## config.mk

```make
export PLATFORM = sky130hd
export DESIGN_NAME = tmx_timer_x
export DESIGN_NICKNAME = d
export VERILOG_FILES = /design/src/hw/tmx_pkg.sv /design/src/hw/tmx_timer_x.sv
export SDC_FILE = /design/constraint.sdc
export NUM_CORES = 1
export LEC_CHECK = 0
export BUFFER_PORTS_ARGS = -buffer_cell sky130_fd_sc_hd__clkbuf_2
export CAP_MARGIN = 25
export CELL_PAD_IN_SITES_DETAIL_PLACEMENT = 1
export CELL_PAD_IN_SITES_GLOBAL_PLACEMENT = 2
export CORE_MARGIN = 4
export CORE_UTILIZATION = 35
export CTS_BUF_LIST = sky130_fd_sc_hd__clkbuf_16
export DETAILED_ROUTE_END_ITERATION = 10
export MAX_ROUTING_LAYER = met4
export PLACE_DENSITY_LB_ADDON = 0.05
export SLEW_MARGIN = 25
export SYNTH_ARGS = -nofsm -noshare
export SYNTH_HDL_FRONTEND = slang
export SYNTH_SLANG_ARGS = --single-unit
export TNS_END_PERCENT = 30
```

## constraint.sdc

```tcl
create_clock -name clock -period 3.61 [get_ports clock]
set_clock_uncertainty 0.05 [all_clocks]
set_input_delay 0.1805 -clock clock [delete_from_list [all_inputs] [get_ports clock]]
set_output_delay 0.1805 -clock clock [all_outputs]
set_load 0.02 [all_outputs]
```

## src/hw/tmx_pkg.sv

```systemverilog
// constants, register layout and carrier types for the timer x mode control block
//
// Contract
// - write control 0 loads latch and counter; 1 loads the latch only
// - real-time port control 1 enables the real-time outputs; 0 disables them
// - bits 2 and 3 hold the levels driven on the two real-time outputs
// - bits 5:4 pick timer, pulse output, event counter or pulse width mode
// - edge select 0 makes the count pin event falling-edge, 1 rising-edge
// - in pulse output mode edge select 0 starts output high, 1 starts low
// - event counter counts rising pin edges when edge select is 0, falling when 1
// - pulse width mode counts during high level when edge select 0, low when 1
// - stop bit 0 lets the timer count, 1 halts it
package tmx_pkg;
  localparam int TMX_DATA_W = 8;
  localparam int TMX_ADDR_W = 8;
  localparam int TMX_TICK_DIV = 16;

  // register offsets; the bus is byte wide, so each offset is its own address
  localparam logic [7:0] TMX_MODE_IDX = 8'h27;
  localparam logic [7:0] TMX_DATA_IDX = 8'h2c;
  localparam logic [7:0] TMX_MODE_ADDR = TMX_MODE_IDX;
  localparam logic [7:0] TMX_DATA_ADDR = TMX_DATA_IDX;

  localparam logic [1:0] TMX_OP_TIMER = 2'h0;
  localparam logic [1:0] TMX_OP_PULSE = 2'h1;
  localparam logic [1:0] TMX_OP_EVENT = 2'h2;
  localparam logic [1:0] TMX_OP_WIDTH = 2'h3;

  // bit 7 down to bit 0 of the mode register
  typedef struct packed {
    logic stop;
    logic edge_sel;
    logic [1:0] opmode;
    logic rt_lvl_one;
    logic rt_lvl_zero;
    logic rt_en;
    logic latch_only;
  } tmx_mode_t;

  typedef struct packed {
    logic [TMX_ADDR_W-1:0] addr;
    logic [TMX_DATA_W-1:0] wdata;
    logic wr;
    logic rd;
  } tmx_bus_req_t;

  typedef struct packed {
    tmx_mode_t mode;
    logic [TMX_DATA_W-1:0] latch;
    logic [TMX_DATA_W-1:0] count;
    logic [7:0] presc;
    logic s1;
    logic s2;
    logic s3;
    logic filt;
    logic filt_d;
    logic pulse;
    logic uflow;
    logic pin_evt;
    logic [TMX_DATA_W-1:0] rdata;
  } tmx_state_t;

  localparam tmx_mode_t TMX_MODE_RST = 8'h00;
  localparam tmx_state_t TMX_STATE_RST = '{mode: TMX_MODE_RST, pulse: 1'b1, default: '0};
endpackage

```

## src/hw/tmx_timer_x.sv

```systemverilog
// timer x with its mode register, count pin handling and real-time outputs
//
// Design decision made here: the plain strobed port.
module tmx_timer_x
  import tmx_pkg::*;
#(
  parameter int TICK_DIV = TMX_TICK_DIV
) (
  input wire logic clock, // 250 MHz system clock
  input wire logic rst, // synchronous reset, active high
  input wire tmx_bus_req_t bus_req, // register bus request
  output logic [TMX_DATA_W-1:0] bus_rdata, // read data, cycle after the read strobe
  input wire logic count_input_pin_zero_in, // count pin level from outside
  output logic count_input_pin_zero_out, // pulse level driven on the count pin
  output logic count_input_pin_zero_oe, // count pin driven (pulse output mode)
  output logic realtime_out_zero, // real-time output 0 level
  output logic realtime_out_one, // real-time output 1 level
  output logic realtime_oe, // real-time outputs driven
  output logic underflow_pulse, // one cycle per counter underflow
  output logic pin_event_pulse // one cycle per active count pin edge
);
  tmx_state_t st_reg;
  tmx_state_t st_next;
  logic wr_mode;
  logic wr_data;
  logic tick;
  logic rise;
  logic fall;
  logic dec;

  assign wr_mode = bus_req.wr && (bus_req.addr == TMX_MODE_ADDR);
  assign wr_data = bus_req.wr && (bus_req.addr == TMX_DATA_ADDR);
  assign tick = (st_reg.presc == 8'(TICK_DIV - 1));
  assign rise = st_reg.filt && !st_reg.filt_d;
  assign fall = !st_reg.filt && st_reg.filt_d;

  always_comb begin
    st_next = st_reg;
    st_next.uflow = 1'b0;
    st_next.pin_evt = 1'b0;
    st_next.rdata = '0;
    // the divider free-runs so a stop does not skew the next period
    st_next.presc = tick ? 8'h00 : st_reg.presc + 8'h01;
    // pin synchroniser; a level is taken once stages two and three agree
    st_next.s1 = count_input_pin_zero_in;
    st_next.s2 = st_reg.s1;
    st_next.s3 = st_reg.s2;
    if (st_reg.s2 == st_reg.s3) begin
      st_next.filt = st_reg.s3;
    end
    st_next.filt_d = st_reg.filt;
    st_next.pin_evt = st_reg.mode.edge_sel ? rise : fall;
    dec = 1'b0;
    case (st_reg.mode.opmode)
      TMX_OP_TIMER: dec = tick;
      TMX_OP_PULSE: dec = tick;
      TMX_OP_EVENT: dec = st_reg.mode.edge_sel ? fall : rise;
      TMX_OP_WIDTH: dec = tick && (st_reg.filt == !st_reg.mode.edge_sel);
      default: dec = 1'b0;
    endcase
    if (dec && !st_reg.mode.stop) begin
      if (st_reg.count == '0) begin
        st_next.count = st_reg.latch;
        st_next.uflow = 1'b1;
        if (st_reg.mode.opmode == TMX_OP_PULSE) begin
          st_next.pulse = !st_reg.pulse;
        end
      end else begin
        st_next.count = st_reg.count - 8'h01;
      end
    end
    if (wr_data) begin
      st_next.latch = bus_req.wdata;
      if (!st_reg.mode.latch_only) begin
        st_next.count = bus_req.wdata;
      end
    end
    if (wr_mode) begin
      st_next.mode = tmx_mode_t'(bus_req.wdata);
      st_next.pulse = !bus_req.wdata[6];
    end
    if (bus_req.rd) begin
      if (bus_req.addr == TMX_MODE_ADDR) begin
        st_next.rdata = st_reg.mode;
      end else if (bus_req.addr == TMX_DATA_ADDR) begin
        st_next.rdata = st_reg.count;
      end
    end
  end

  always_ff @(posedge clock) begin
    if (rst) begin
      st_reg <= TMX_STATE_RST;
    end else begin
      st_reg <= st_next;
    end
  end

  assign bus_rdata = st_reg.rdata;
  assign count_input_pin_zero_out = st_reg.pulse;
  assign count_input_pin_zero_oe = (st_reg.mode.opmode == TMX_OP_PULSE);
  assign realtime_oe = st_reg.mode.rt_en;
  assign realtime_out_zero = st_reg.mode.rt_en && st_reg.mode.rt_lvl_zero;
  assign realtime_out_one = st_reg.mode.rt_en && st_reg.mode.rt_lvl_one;
  assign underflow_pulse = st_reg.uflow;
  assign pin_event_pulse = st_reg.pin_evt;

  property p_wr_both;
    @(posedge clock) disable iff (rst)
    (wr_data && !st_reg.mode.latch_only) |=> (st_reg.count == $past(bus_req.wdata))
      && (st_reg.latch == $past(bus_req.wdata));
  endproperty
  a_wr_both: assert property (p_wr_both) else $error("counter not loaded by write");

  property p_wr_latch;
    @(posedge clock) disable iff (rst)
    (wr_data && st_reg.mode.latch_only && st_reg.mode.stop) |=>
      $stable(st_reg.count) && (st_reg.latch == $past(bus_req.wdata));
  endproperty
  a_wr_latch: assert property (p_wr_latch) else $error("latch-only write hit counter");

  property p_rt_en;
    @(posedge clock) disable iff (rst)
    wr_mode |=> (realtime_oe == $past(bus_req.wdata[1]));
  endproperty
  a_rt_en: assert property (p_rt_en) else $error("real-time enable wrong");

  property p_rt_lvl;
    @(posedge clock) disable iff (rst)
    (wr_mode && bus_req.wdata[1]) |=> (realtime_out_zero == $past(bus_req.wdata[2]))
      && (realtime_out_one == $past(bus_req.wdata[3]));
  endproperty
  a_rt_lvl: assert property (p_rt_lvl) else $error("real-time level wrong");

  property p_pin_evt;
    @(posedge clock) disable iff (rst)
    pin_event_pulse |-> $past(st_reg.filt) == $past(st_reg.mode.edge_sel)
      && $past(st_reg.filt != st_reg.filt_d);
  endproperty
  a_pin_evt: assert property (p_pin_evt) else $error("pin event on wrong edge");

  property p_pulse_init;
    @(posedge clock) disable iff (rst)
    (wr_mode && bus_req.wdata[5:4] == TMX_OP_PULSE) |=>
      count_input_pin_zero_oe && (count_input_pin_zero_out == !$past(bus_req.wdata[6]));
  endproperty
  a_pulse_init: assert property (p_pulse_init) else $error("pulse start level wrong");

  property p_event_cnt;
    @(posedge clock) disable iff (rst)
    (st_reg.mode.opmode == TMX_OP_EVENT && !st_reg.mode.stop && !wr_data
      && (st_reg.mode.edge_sel ? fall : rise) && st_reg.count != '0)
      |=> st_reg.count == $past(st_reg.count) - 8'h01;
  endproperty
  a_event_cnt: assert property (p_event_cnt) else $error("event edge not counted");

  property p_width_hold;
    @(posedge clock) disable iff (rst)
    (st_reg.mode.opmode == TMX_OP_WIDTH && !wr_data
      && st_reg.filt == st_reg.mode.edge_sel) |=> $stable(st_reg.count);
  endproperty
  a_width_hold: assert property (p_width_hold) else $error("counted wrong level");

  property p_stop;
    @(posedge clock) disable iff (rst)
    (st_reg.mode.stop && !wr_data) |=> $stable(st_reg.count) && !underflow_pulse;
  endproperty
  a_stop: assert property (p_stop) else $error("counter moved while stopped");

  property p_reset;
    @(posedge clock) disable iff (rst)
    $fell(rst) |-> (st_reg.mode == TMX_MODE_RST) && !realtime_oe && bus_rdata == '0;
  endproperty
  a_reset: assert property (p_reset) else $error("mode not cleared by reset");

  property p_rdata_mode;
    @(posedge clock) disable iff (rst)
    (bus_req.rd && bus_req.addr == TMX_MODE_ADDR) |=> bus_rdata == $past(st_reg.mode);
  endproperty
  a_rdata_mode: assert property (p_rdata_mode) else $error("mode readback wrong");

  // read data stand one cycle only, so a stale word never looks like a fresh answer
  property p_rdata_idle;
    @(posedge clock) disable iff (rst)
    !bus_req.rd |=> bus_rdata == '0;
  endproperty
  a_rdata_idle: assert property (p_rdata_idle) else $error("read data outside slot");

  property p_timer_hold;
    @(posedge clock) disable iff (rst)
    (st_reg.mode.opmode == TMX_OP_TIMER && !tick && !wr_data) |=> $stable(st_reg.count);
  endproperty
  a_timer_hold: assert property (p_timer_hold) else $error("timer moved off tick");

  property p_uflow_reload;
    @(posedge clock) disable iff (rst)
    (st_reg.mode.opmode == TMX_OP_TIMER && !st_reg.mode.stop && tick && !wr_data
      && st_reg.count == '0) |=> st_reg.count == $past(st_reg.latch) && underflow_pulse;
  endproperty
  a_uflow_reload: assert property (p_uflow_reload) else $error("no reload at underflow");

  property p_pulse_tgl;
    @(posedge clock) disable iff (rst)
    (st_reg.mode.opmode == TMX_OP_PULSE && !st_reg.mode.stop && tick && !wr_mode
      && st_reg.count == '0) |=> count_input_pin_zero_out != $past(count_input_pin_zero_out);
  endproperty
  a_pulse_tgl: assert property (p_pulse_tgl) else $error("pulse pin did not flip");

  property p_width_cnt;
    @(posedge clock) disable iff (rst)
    (st_reg.mode.opmode == TMX_OP_WIDTH && !st_reg.mode.stop && tick && !wr_data
      && st_reg.filt != st_reg.mode.edge_sel && st_reg.count != '0)
      |=> st_reg.count == $past(st_reg.count) - 8'h01;
  endproperty
  a_width_cnt: assert property (p_width_cnt) else $error("measured level not counted");

  property p_evt_edge;
    @(posedge clock) disable iff (rst)
    (st_reg.mode.edge_sel ? rise : fall) |=> pin_event_pulse;
  endproperty
  a_evt_edge: assert property (p_evt_edge) else $error("active pin edge missed");

  c_uflow: cover property (@(posedge clock) disable iff (rst) underflow_pulse);
  c_pin_evt: cover property (@(posedge clock) disable iff (rst) pin_event_pulse);
  c_pulse_tgl: cover property (@(posedge clock) disable iff (rst)
    count_input_pin_zero_oe && $changed(count_input_pin_zero_out) && !$past(wr_mode));
  c_event_cnt: cover property (@(posedge clock) disable iff (rst)
    st_reg.mode.opmode == TMX_OP_EVENT && dec);
  c_width_cnt: cover property (@(posedge clock) disable iff (rst)
    st_reg.mode.opmode == TMX_OP_WIDTH && dec);
endmodule // tmx_timer_x

```

-- Yosys cells after proc, flatten, opt, wreduce, memory -nomap -nowiden
Index checks and enable logic that the tools add are counted.
- register bits: 48
- bits in latches: 0
- bits in writable memories: 0
- memory bits (read-only): 0
- bits of input ports: 21
- output and inout port bits: 15
- memories kept: 0
- add/subtract/negate cells: 2
- multiply operators: 0
- div/mod/pow operators: 0
- order comparisons: 0
- equal/unequal tests: 8
- shifts and indexed selects: 0
- mux-type cells: 13
- bitwise operators: 2
- reductions and logical operators: 24
- operators by type and width (operator ; number):
    $mux W8 ; 6
    $eq A8 B6 Y1 const B ; 2
    $add A8 B1 Y8 const B ; 1
    $eq A8 B4 Y1 const B ; 1
    $logic_and A1 B1 Y1 ; 8
    $logic_not A8 Y1 ; 1
    $reduce_or A2 Y1 ; 4
    $sub A8 B1 Y8 const B ; 1
    $logic_not A1 Y1 ; 6
    $reduce_bool A2 Y1 ; 3
    $eq A2 B2 Y1 const B ; 2
    $mux W1 ; 4
    $mux W2 ; 2
    $pmux W1 S3 ; 1
    $reduce_and A3 Y1 ; 1
    $eq A1 B1 Y1 ; 2
    $eq A2 B1 Y1 const B ; 1
    $logic_not A2 Y1 ; 1
    $not A1 Y1 ; 2

-- Logic depth before layout (Yosys ltp)
Gate-level depths: netlist of run 1.
- depth after elaboration: 8
- mapped depth: 9
- depth with buffers taken out: 8

-- Least setup slack after synthesis of run 1
OpenSTA, ideal clock, no wires.
- path kind: register -> register
- from: register st_reg[46] (netlist bit)
- to: register st_reg[30] (netlist bit)
- setup time: 74 ps
- data arrival time: 2113 ps
- slack: 1372 ps
- cell stages (with the launch flop): 8
- period minus slack after synthesis: 2238 ps
- cell sequence: dfxtp_1 > buf_6 > or3b_4 > a2111oi_4 > a21oi_2 > or2_4 > or4_1 > a31oi_1
- cells in the longest elaborated chain, start to end: 8
- elaborated cells between the ends (all ways): 9
- classes of those cells: eq/ne (1); mux (5); reduce/logical (3)
- ends and longest elaborated chain (what ; line ; RTL):
    start: declaration ; tmx_timer_x.sv:22 ; tmx_state_t st_reg;
    start signal: assignment ; tmx_timer_x.sv:95 ; st_reg <= st_next;
    $logic_not A1 Y1 ; tmx_timer_x.sv:58 ; TMX_OP_WIDTH: dec = tick && (st_reg.filt == !st_reg.mode.edge_sel);
    $eq A1 B1 Y1 ; tmx_timer_x.sv:58 ;
    $logic_and A1 B1 Y1 ; tmx_timer_x.sv:58 ;
    $pmux W1 S3 (*) ; tmx_timer_x.sv:54 ; case (st_reg.mode.opmode)
    $logic_and A1 B1 Y1 (*) ; tmx_timer_x.sv:61 ; if (dec && !st_reg.mode.stop) begin
    $mux W8 (*) ; tmx_timer_x.sv:61 ;
    $mux W8 ; tmx_timer_x.sv:74 ; if (!st_reg.mode.latch_only) begin
    $mux W8 (*) ; tmx_timer_x.sv:72 ; if (wr_data) begin
Mark *: on every way between the ends. The rest lies on a longest branch, timed or not.
A chain may end at the register's enable or synchronous reset.

-- Worst setup path after layout of run 1
- from: register st_reg, in the netlist st_next[11]
- to: register st_reg[30] (netlist bit)
- cells in the longest elaborated chain, start to end: 8
- elaborated cells between the ends (all ways): 11
- classes of those cells: eq/ne (1); mux (5); reduce/logical (5)
- ends and longest elaborated chain (what ; line ; RTL):
    $logic_not A1 Y1 ; tmx_timer_x.sv:35 ; assign fall = !st_reg.filt && st_reg.filt_d;
    $logic_and A1 B1 Y1 ; tmx_timer_x.sv:35 ;
    $mux W1 ; tmx_timer_x.sv:57 ; TMX_OP_EVENT: dec = st_reg.mode.edge_sel ? fall : rise;
    $pmux W1 S3 (*) ; tmx_timer_x.sv:54 ;
    $logic_and A1 B1 Y1 (*) ; tmx_timer_x.sv:61 ;
    $mux W8 (*) ; tmx_timer_x.sv:61 ;
    $mux W8 ; tmx_timer_x.sv:74 ;
    $mux W8 (*) ; tmx_timer_x.sv:72 ;
Marks and branches as above.

==> results of run 1 <==
==> cells by family after synthesis <==
family	synth area share, %
fa+ha+maj	1.17
flops	45.1
buf+inv	6.75
simple gates	24.7
xor+xnor	2.88
mux	1.94
compound gates	17.5
==> where the power goes <==
part           internal (uW)  switching [uW]  leakage, uW  total (uW)
Clock                    249             186    0.0000738         435
Sequential               534            2.94     0.000388         537
Combinational           14.5            25.0     0.000487        39.5
==> worst reg2reg max path, cell delays in order, from the launching register on <==
cell       delay [ns]
dfxtp_1          0.44
or3b_4           0.43
a2111oi_4        0.36
a21oi_2          0.17
or2_4            0.32
or4_1            0.50
a31oi_1          0.16
==> layer usage <==
metal / vias up / GRT usage [%] / wire length [um]
li1: 916 / - / -
met1: 879 / 22.1 / 2810
met2: 38 / 25.1 / 2440
met3: 6 / 3.65 / 261
met4: 0 / 3.88 / 48
met5: - / - / 0
==> worst max-delay path by stage <==
stage                                         from                    end  depth (start not counted)  slack, ns
after CTS                 st_next[11]$_SDFFE_PP0N_  st_reg[30]$_SDFF_PP0_                          6       1.09
after global routing      st_next[11]$_SDFFE_PP0N_  st_reg[30]$_SDFF_PP0_                          6       0.97
after detailed placement  st_next[11]$_SDFFE_PP0N_  st_reg[30]$_SDFF_PP0_                          6       1.10
after global placement    st_next[11]$_SDFFE_PP0N_  st_reg[30]$_SDFF_PP0_                          6       1.18
after floorplan            st_reg[46]$_SDFFE_PP0P_  st_reg[30]$_SDFF_PP0_                          7       1.37
final                     st_next[11]$_SDFFE_PP0N_  st_reg[30]$_SDFF_PP0_                          6       1.11
==> synth_stat cells, drive strengths merged <==
cell	instances
o21ai	10
nor4b	1
a31oi	2
nor4	1
a2111oi	1
a21o	1
nand2b	1
o211ai	1
and2	3
o31ai	1
o22ai	1
inv	7
a21oi	22
nor3	7
ha	2
nand3	11
a22oi	8
mux2	1
or3b	1
a21boi	1
xnor2	4
buf	13
nand2	35
or2	2
mux2i	3
clkbuf	7
dfxtp	48
nand4	1
xor2	3
or4	4
or3	3
o211a	1
nand3b	3
nor2b	4
o41ai	1
o221a	2
and3	2
a211oi	3
nor3b	3
nor2	27
o31a	1
==> cells in the final DEF (no fill, tap or decap), drive strengths merged, types with 4 or more instances in the layout <==
cell	count
o21ai	10
nand3	11
a21oi	22
nor3	7
a22oi	8
dfxtp	48
or4	4
clkbuf	40
nand2	35
nor2b	4
xnor2	4
nor2	27
inv	9
==> metrics by stage <==
stage                     hold slack, ns  std cells  util (%)  instance area, sq um  total power, uW
after floorplan                    0.259        253         -                  2130              567
after global placement             0.341        345      38.9                  2300              589
after detailed placement           0.350        345      38.9                  2300              590
after CTS                         0.0604        353      41.2                  2440             1030
after global routing              0.0865        353      41.2                  2440             1060
final                             0.0607        353      41.2                  2440             1010
==> final cells by class <==
class                           count  area share [%]
Tap cell                           75            3.85
Inverter                            7            1.08
Clock inverter                      3           0.462
Sequential cell                    48            39.4
Multi-Input combinational cell    178            42.3
Clock buffer                        5            5.13
Timing Repair Buffer               37            7.79
==> impl_metrics.json, run 1 <==
{
  "status": "completed",
  "yosysTopAreaCell": "dfxtp_1",
  "dieHeight_um": 86.1,
  "p_leak_uw": 0.000949,
  "path_buf_inv": 0,
  "hold_path_depth": 2,
  "clk_pin_slew_worst_paths_ns": 0.06,
  "port_buffers": 35,
  "power_density_nw_per_um2": 415,
  "h-tree-depth": 2,
  "grt_antenna_before_repair": 0,
  "reg2reg_depth": 6,
  "initial_utilization_pct": 36.0,
  "hold_path_end": "st_next[14]$_SDFF_PP0_",
  "worstPathCellList": "or3b_4, a2111oi_4, a21oi_2, or2_4, or4_1, a31oi_1",
  "cts_tree": "built",
  "period_share_pct": 69.3,
  "slowest_delay_ns": 0.50,
  "end_kind": "register",
  "ys_seq_area_share_pct": 45.1,
  "dp_slack_ns": 1.10,
  "cp_max_fo": 12,
  "fin_crit_ns": 2.50,
  "setup_viol": 0,
  "rsz0062_at_grt": "no",
  "slew-limit-headroom_pct": 54.2,
  "vias": 1839,
  "drv_cap": 0,
  "grt_overflow": 0,
  "antenna_left": 0,
  "ys_types": 47,
  "clk_path_buf_depth": 2,
  "timing.setup.tns_ns": 0,
  "die_w_um": 86.1,
  "tightest_slew_ns": 0.687,
  "worst_ep_required_time_ns": 3.77,
  "drt_wl_total_um": 5560,
  "syn_avg_cell_area_sq_um": 8.43,
  "grt_pass1_wl_um": 9340,
  "regArea_sq_um": 961,
  "r2r-end": "st_reg[30]$_SDFF_PP0_",
  "core_sq_um": 5920,
  "firstDrtPassIters": 4,
  "dp_hpwl_um": 4130,
  "r2r_start": "st_next[11]$_SDFFE_PP0N_",
  "grt_max_degree": 31,
  "multi_input_area_sq_um": 1030,
  "fillCellCount": 742,
  "drc": 0,
  "cts_resized": 0,
  "fmax_mhz": 400,
  "hold_violations": 0,
  "netlist_area_sq_um": 2130,
  "grt_usage_pct": 16.4,
  "worstPathArrival_ns": 2.66,
  "layout-drive-gt1-share_pct": 18.3,
  "drt_iter0_markers": 85,
  "yosys_warnings": 0,
  "cts_buffers": 5,
  "n_antenna_cell": 0,
  "clk_latency_ns": 0.28,
  "synthTopCellsByArea": "dfxtp_1, nand2_1, a21oi_1",
  "dieArea_sq_um": 7400,
  "synth_nets": 276,
  "gp_congestion": 0.751,
  "setup_slack_ns": 1.11,
  "ff2ff_setup_slack_ns": 1.11,
  "largest_register_ffs": 33,
  "critPathTopFamily": "simple AND/OR/NAND/NOR gates",
  "postCtsSetupRepairBufs": 0,
  "start_kind": "register",
  "hp-start": "count_input_pin_zero_in",
  "layout.nets": 300,
  "rows": 28,
  "vdd_drop_max_uv": 163,
  "pin_count": 36,
  "setup.worst_path.class": "reg -> reg",
  "wire_per_inst_um": 15.8,
  "hold_buffers": 0,
  "crit_slowest_cell": "or4_1",
  "clock_sinks": 48,
  "grt_pass1_vias": 1921,
  "area_growth_pct": 14.4,
  "drt-vias-per-instance": 5.21,
  "synth.ff_latch_count": 48,
  "cts-root-buf": "clkbuf_16",
  "hp-class": "in -> reg",
  "yosysTopAreaCellShare_pct": 45.1,
  "synthCells": 253,
  "maxSlewViolCount": 0
}
(Power assumes the default switching activity.)
==> run 2: changes to the inputs <==
CORE_UTILIZATION = 33   (was 35)
clock period = 2.5 ns   (was 3.61 ns; I/O delays follow)
==> run 2 against run 1 <==
  * Final cell count is 2.5% higher
  * Clock-buffer cell count did not move
  * Power rose by 46%
  * Worst hold slack lost 0.010 ns
  * First-iteration DRC count decreased by 13%
  * Design area up 2.5%
  * Clock power increased by 47%
  * Non-clock buffer count grew 7
  * Routed wire length increased by 5.7%
  * Sequential share of layout area down 0.95 points
  * Largest cell class unchanged
==> impl_metrics.json, run 2 (synthesis results as in run 1) <==
{
  "status": "completed",
  "hp-class": "in -> reg",
  "p_leak_uw": 0.000981,
  "slew-limit-headroom_pct": 66.8,
  "period_share_pct": 91.8,
  "die_w_um": 88.4,
  "crit_slowest_cell": "or4_1",
  "fin_crit_ns": 2.29,
  "port_buffers": 35,
  "final_common_cell": "dfxtp_1",
  "end_kind": "register",
  "start_kind": "register",
  "startpoint": "st_reg[46]$_SDFFE_PP0P_",
  "worstPathCellList": "or3b_4, a2111oi_4, a21oi_2, or2_4, or4_1, a31oi_1",
  "tightest_slew_ns": 0.491,
  "cp_max_fo": 7,
  "gp_congestion": 0.790,
  "fillCellCount": 782,
  "ff2ff_setup_slack_ns": 0.21,
  "dieHeight_um": 88.4,
  "final_cell_mix": "dfxtp_1, nand2_1, clkbuf_2",
  "maxSlewViolCount": 0,
  "r2r-end": "st_reg[30]$_SDFF_PP0_",
  "cts_tree": "built",
  "dp_hpwl_um": 4220,
  "drt-vias-per-instance": 5.23,
  "antenna_left": 0,
  "vdd_drop_max_uv": 356,
  "cts_buffers": 5,
  "critPathCapture": "st_reg[30]$_SDFF_PP0_",
  "wire_per_inst_um": 16.2,
  "drc": 0,
  "grt_pass1_vias": 1921,
  "dieArea_sq_um": 7810,
  "h-tree-depth": 2,
  "drt_iter0_markers": 74,
  "clk_latency_ns": 0.28,
  "rows": 29,
  "grt_overflow": 0,
  "grt_max_degree": 30,
  "vias": 1892,
  "initial_utilization_pct": 33.8,
  "n_antenna_cell": 0,
  "grt_antenna_before_repair": 0,
  "clk_pin_slew_worst_paths_ns": 0.06,
  "timing.setup.tns_ns": 0,
  "drt_wl_total_um": 5880,
  "r2r_start": "st_reg[46]$_SDFFE_PP0P_",
  "clk_path_buf_depth": 2,
  "power_density_nw_per_um2": 590,
  "power_uw": 1480,
  "clock_sinks": 48,
  "worst_ep_required_time_ns": 2.66,
  "grt_usage_pct": 17.0,
  "postCtsSetupRepairBufs": 0,
  "hold_violations": 0,
  "setup.worst_path.class": "reg -> reg",
  "core_sq_um": 6310,
  "fmax_mhz": 436,
  "setup_viol": 0,
  "firstDrtPassIters": 4,
  "regArea_sq_um": 961,
  "reg2reg_depth": 6,
  "area_growth_pct": 17.3,
  "multi_input_area_sq_um": 1030,
  "grt_pass1_wl_um": 9950,
  "cts-root-buf": "clkbuf_16",
  "drv_cap": 0,
  "layout.nets": 307,
  "rsz0062_at_grt": "no",
  "largest_register_ffs": 33,
  "pin_count": 36,
  "slowest_delay_ns": 0.49,
  "layout-drive-gt1-share_pct": 20.7,
  "worstPathArrival_ns": 2.45
}
## run 2: layout make-up
| class | count | share of cell area, % |
|---|---|---|
| multi-input combinational | 178 | 41.3 |
| sequential | 48 | 38.4 |
| timing repair buffer | 44 | 9.81 |
| clock buffer | 5 | 5.01 |
| tap | 77 | 3.85 |
| inverter | 7 | 1.05 |
| clock inverter | 3 | 0.551 |
## run 2: timing repair
action	CTS	global route
endpoints found under the hold margin	1	0
hold buffers	1	0
resized for setup	0	0
## run 2: how the worst min path moves through the flow
| stage | slack [ns] | endpoint | depth (start not counted) | from |
|---|---|---|---|---|
| global route | 0.06 | st_reg[40]$_SDFFE_PP0P_ | 3 | bus_req[2] |
| floorplan | 0.20 | st_next[14]$_SDFF_PP0_ | 1 | count_input_pin_zero_in |
| detailed placement | 0.29 | st_next[14]$_SDFF_PP0_ | 2 | count_input_pin_zero_in |
| CTS | 0.05 | st_reg[36]$_SDFFE_PP0P_ | 3 | bus_req[6] |
| global placement | 0.29 | st_next[14]$_SDFF_PP0_ | 2 | count_input_pin_zero_in |
| finish | 0.05 | st_reg[36]$_SDFFE_PP0P_ | 3 | bus_req[6] |
## run 2: through the flow
step	instances	utilization (%)	instance area (sq um)	hold slack [ns]	setup slack, ns
final	362	39.6	2500	0.0507	0.206
after global routing	362	39.6	2500	0.0615	0.0252
after CTS	362	39.6	2500	0.0487	0.198
after detailed placement	353	37.2	2350	0.291	0.209
after global placement	353	37.2	2350	0.285	0.267
after floorplan	253	-	2130	0.203	0.262
## run 2: critical path: cells and delay by family (launching register included)
kind / cells / cell delay [ns]
AO/OA/AOI/OAI: 3 / 0.60
flip-flops: 1 / 0.38
AND/OR/NAND/NOR: 3 / 1.19
## run 2: per-layer routing
layer / up-vias / routed length (um) / track usage (%)
li1: 937 / - / -
met1: 902 / 2940 / 24.2
met2: 51 / 2620 / 25.2
met3: 2 / 283 / 3.45
met4: 0 / 26 / 3.30
met5: - / 0 / -
## run 2: power breakdown
group / total (uW) / switching, uW / internal [uW]
logic: 60.6 / 37.4 / 23.3
registers: 775 / 4.17 / 771
clock network: 640 / 276 / 364
total: 1480 / 318 / 1160
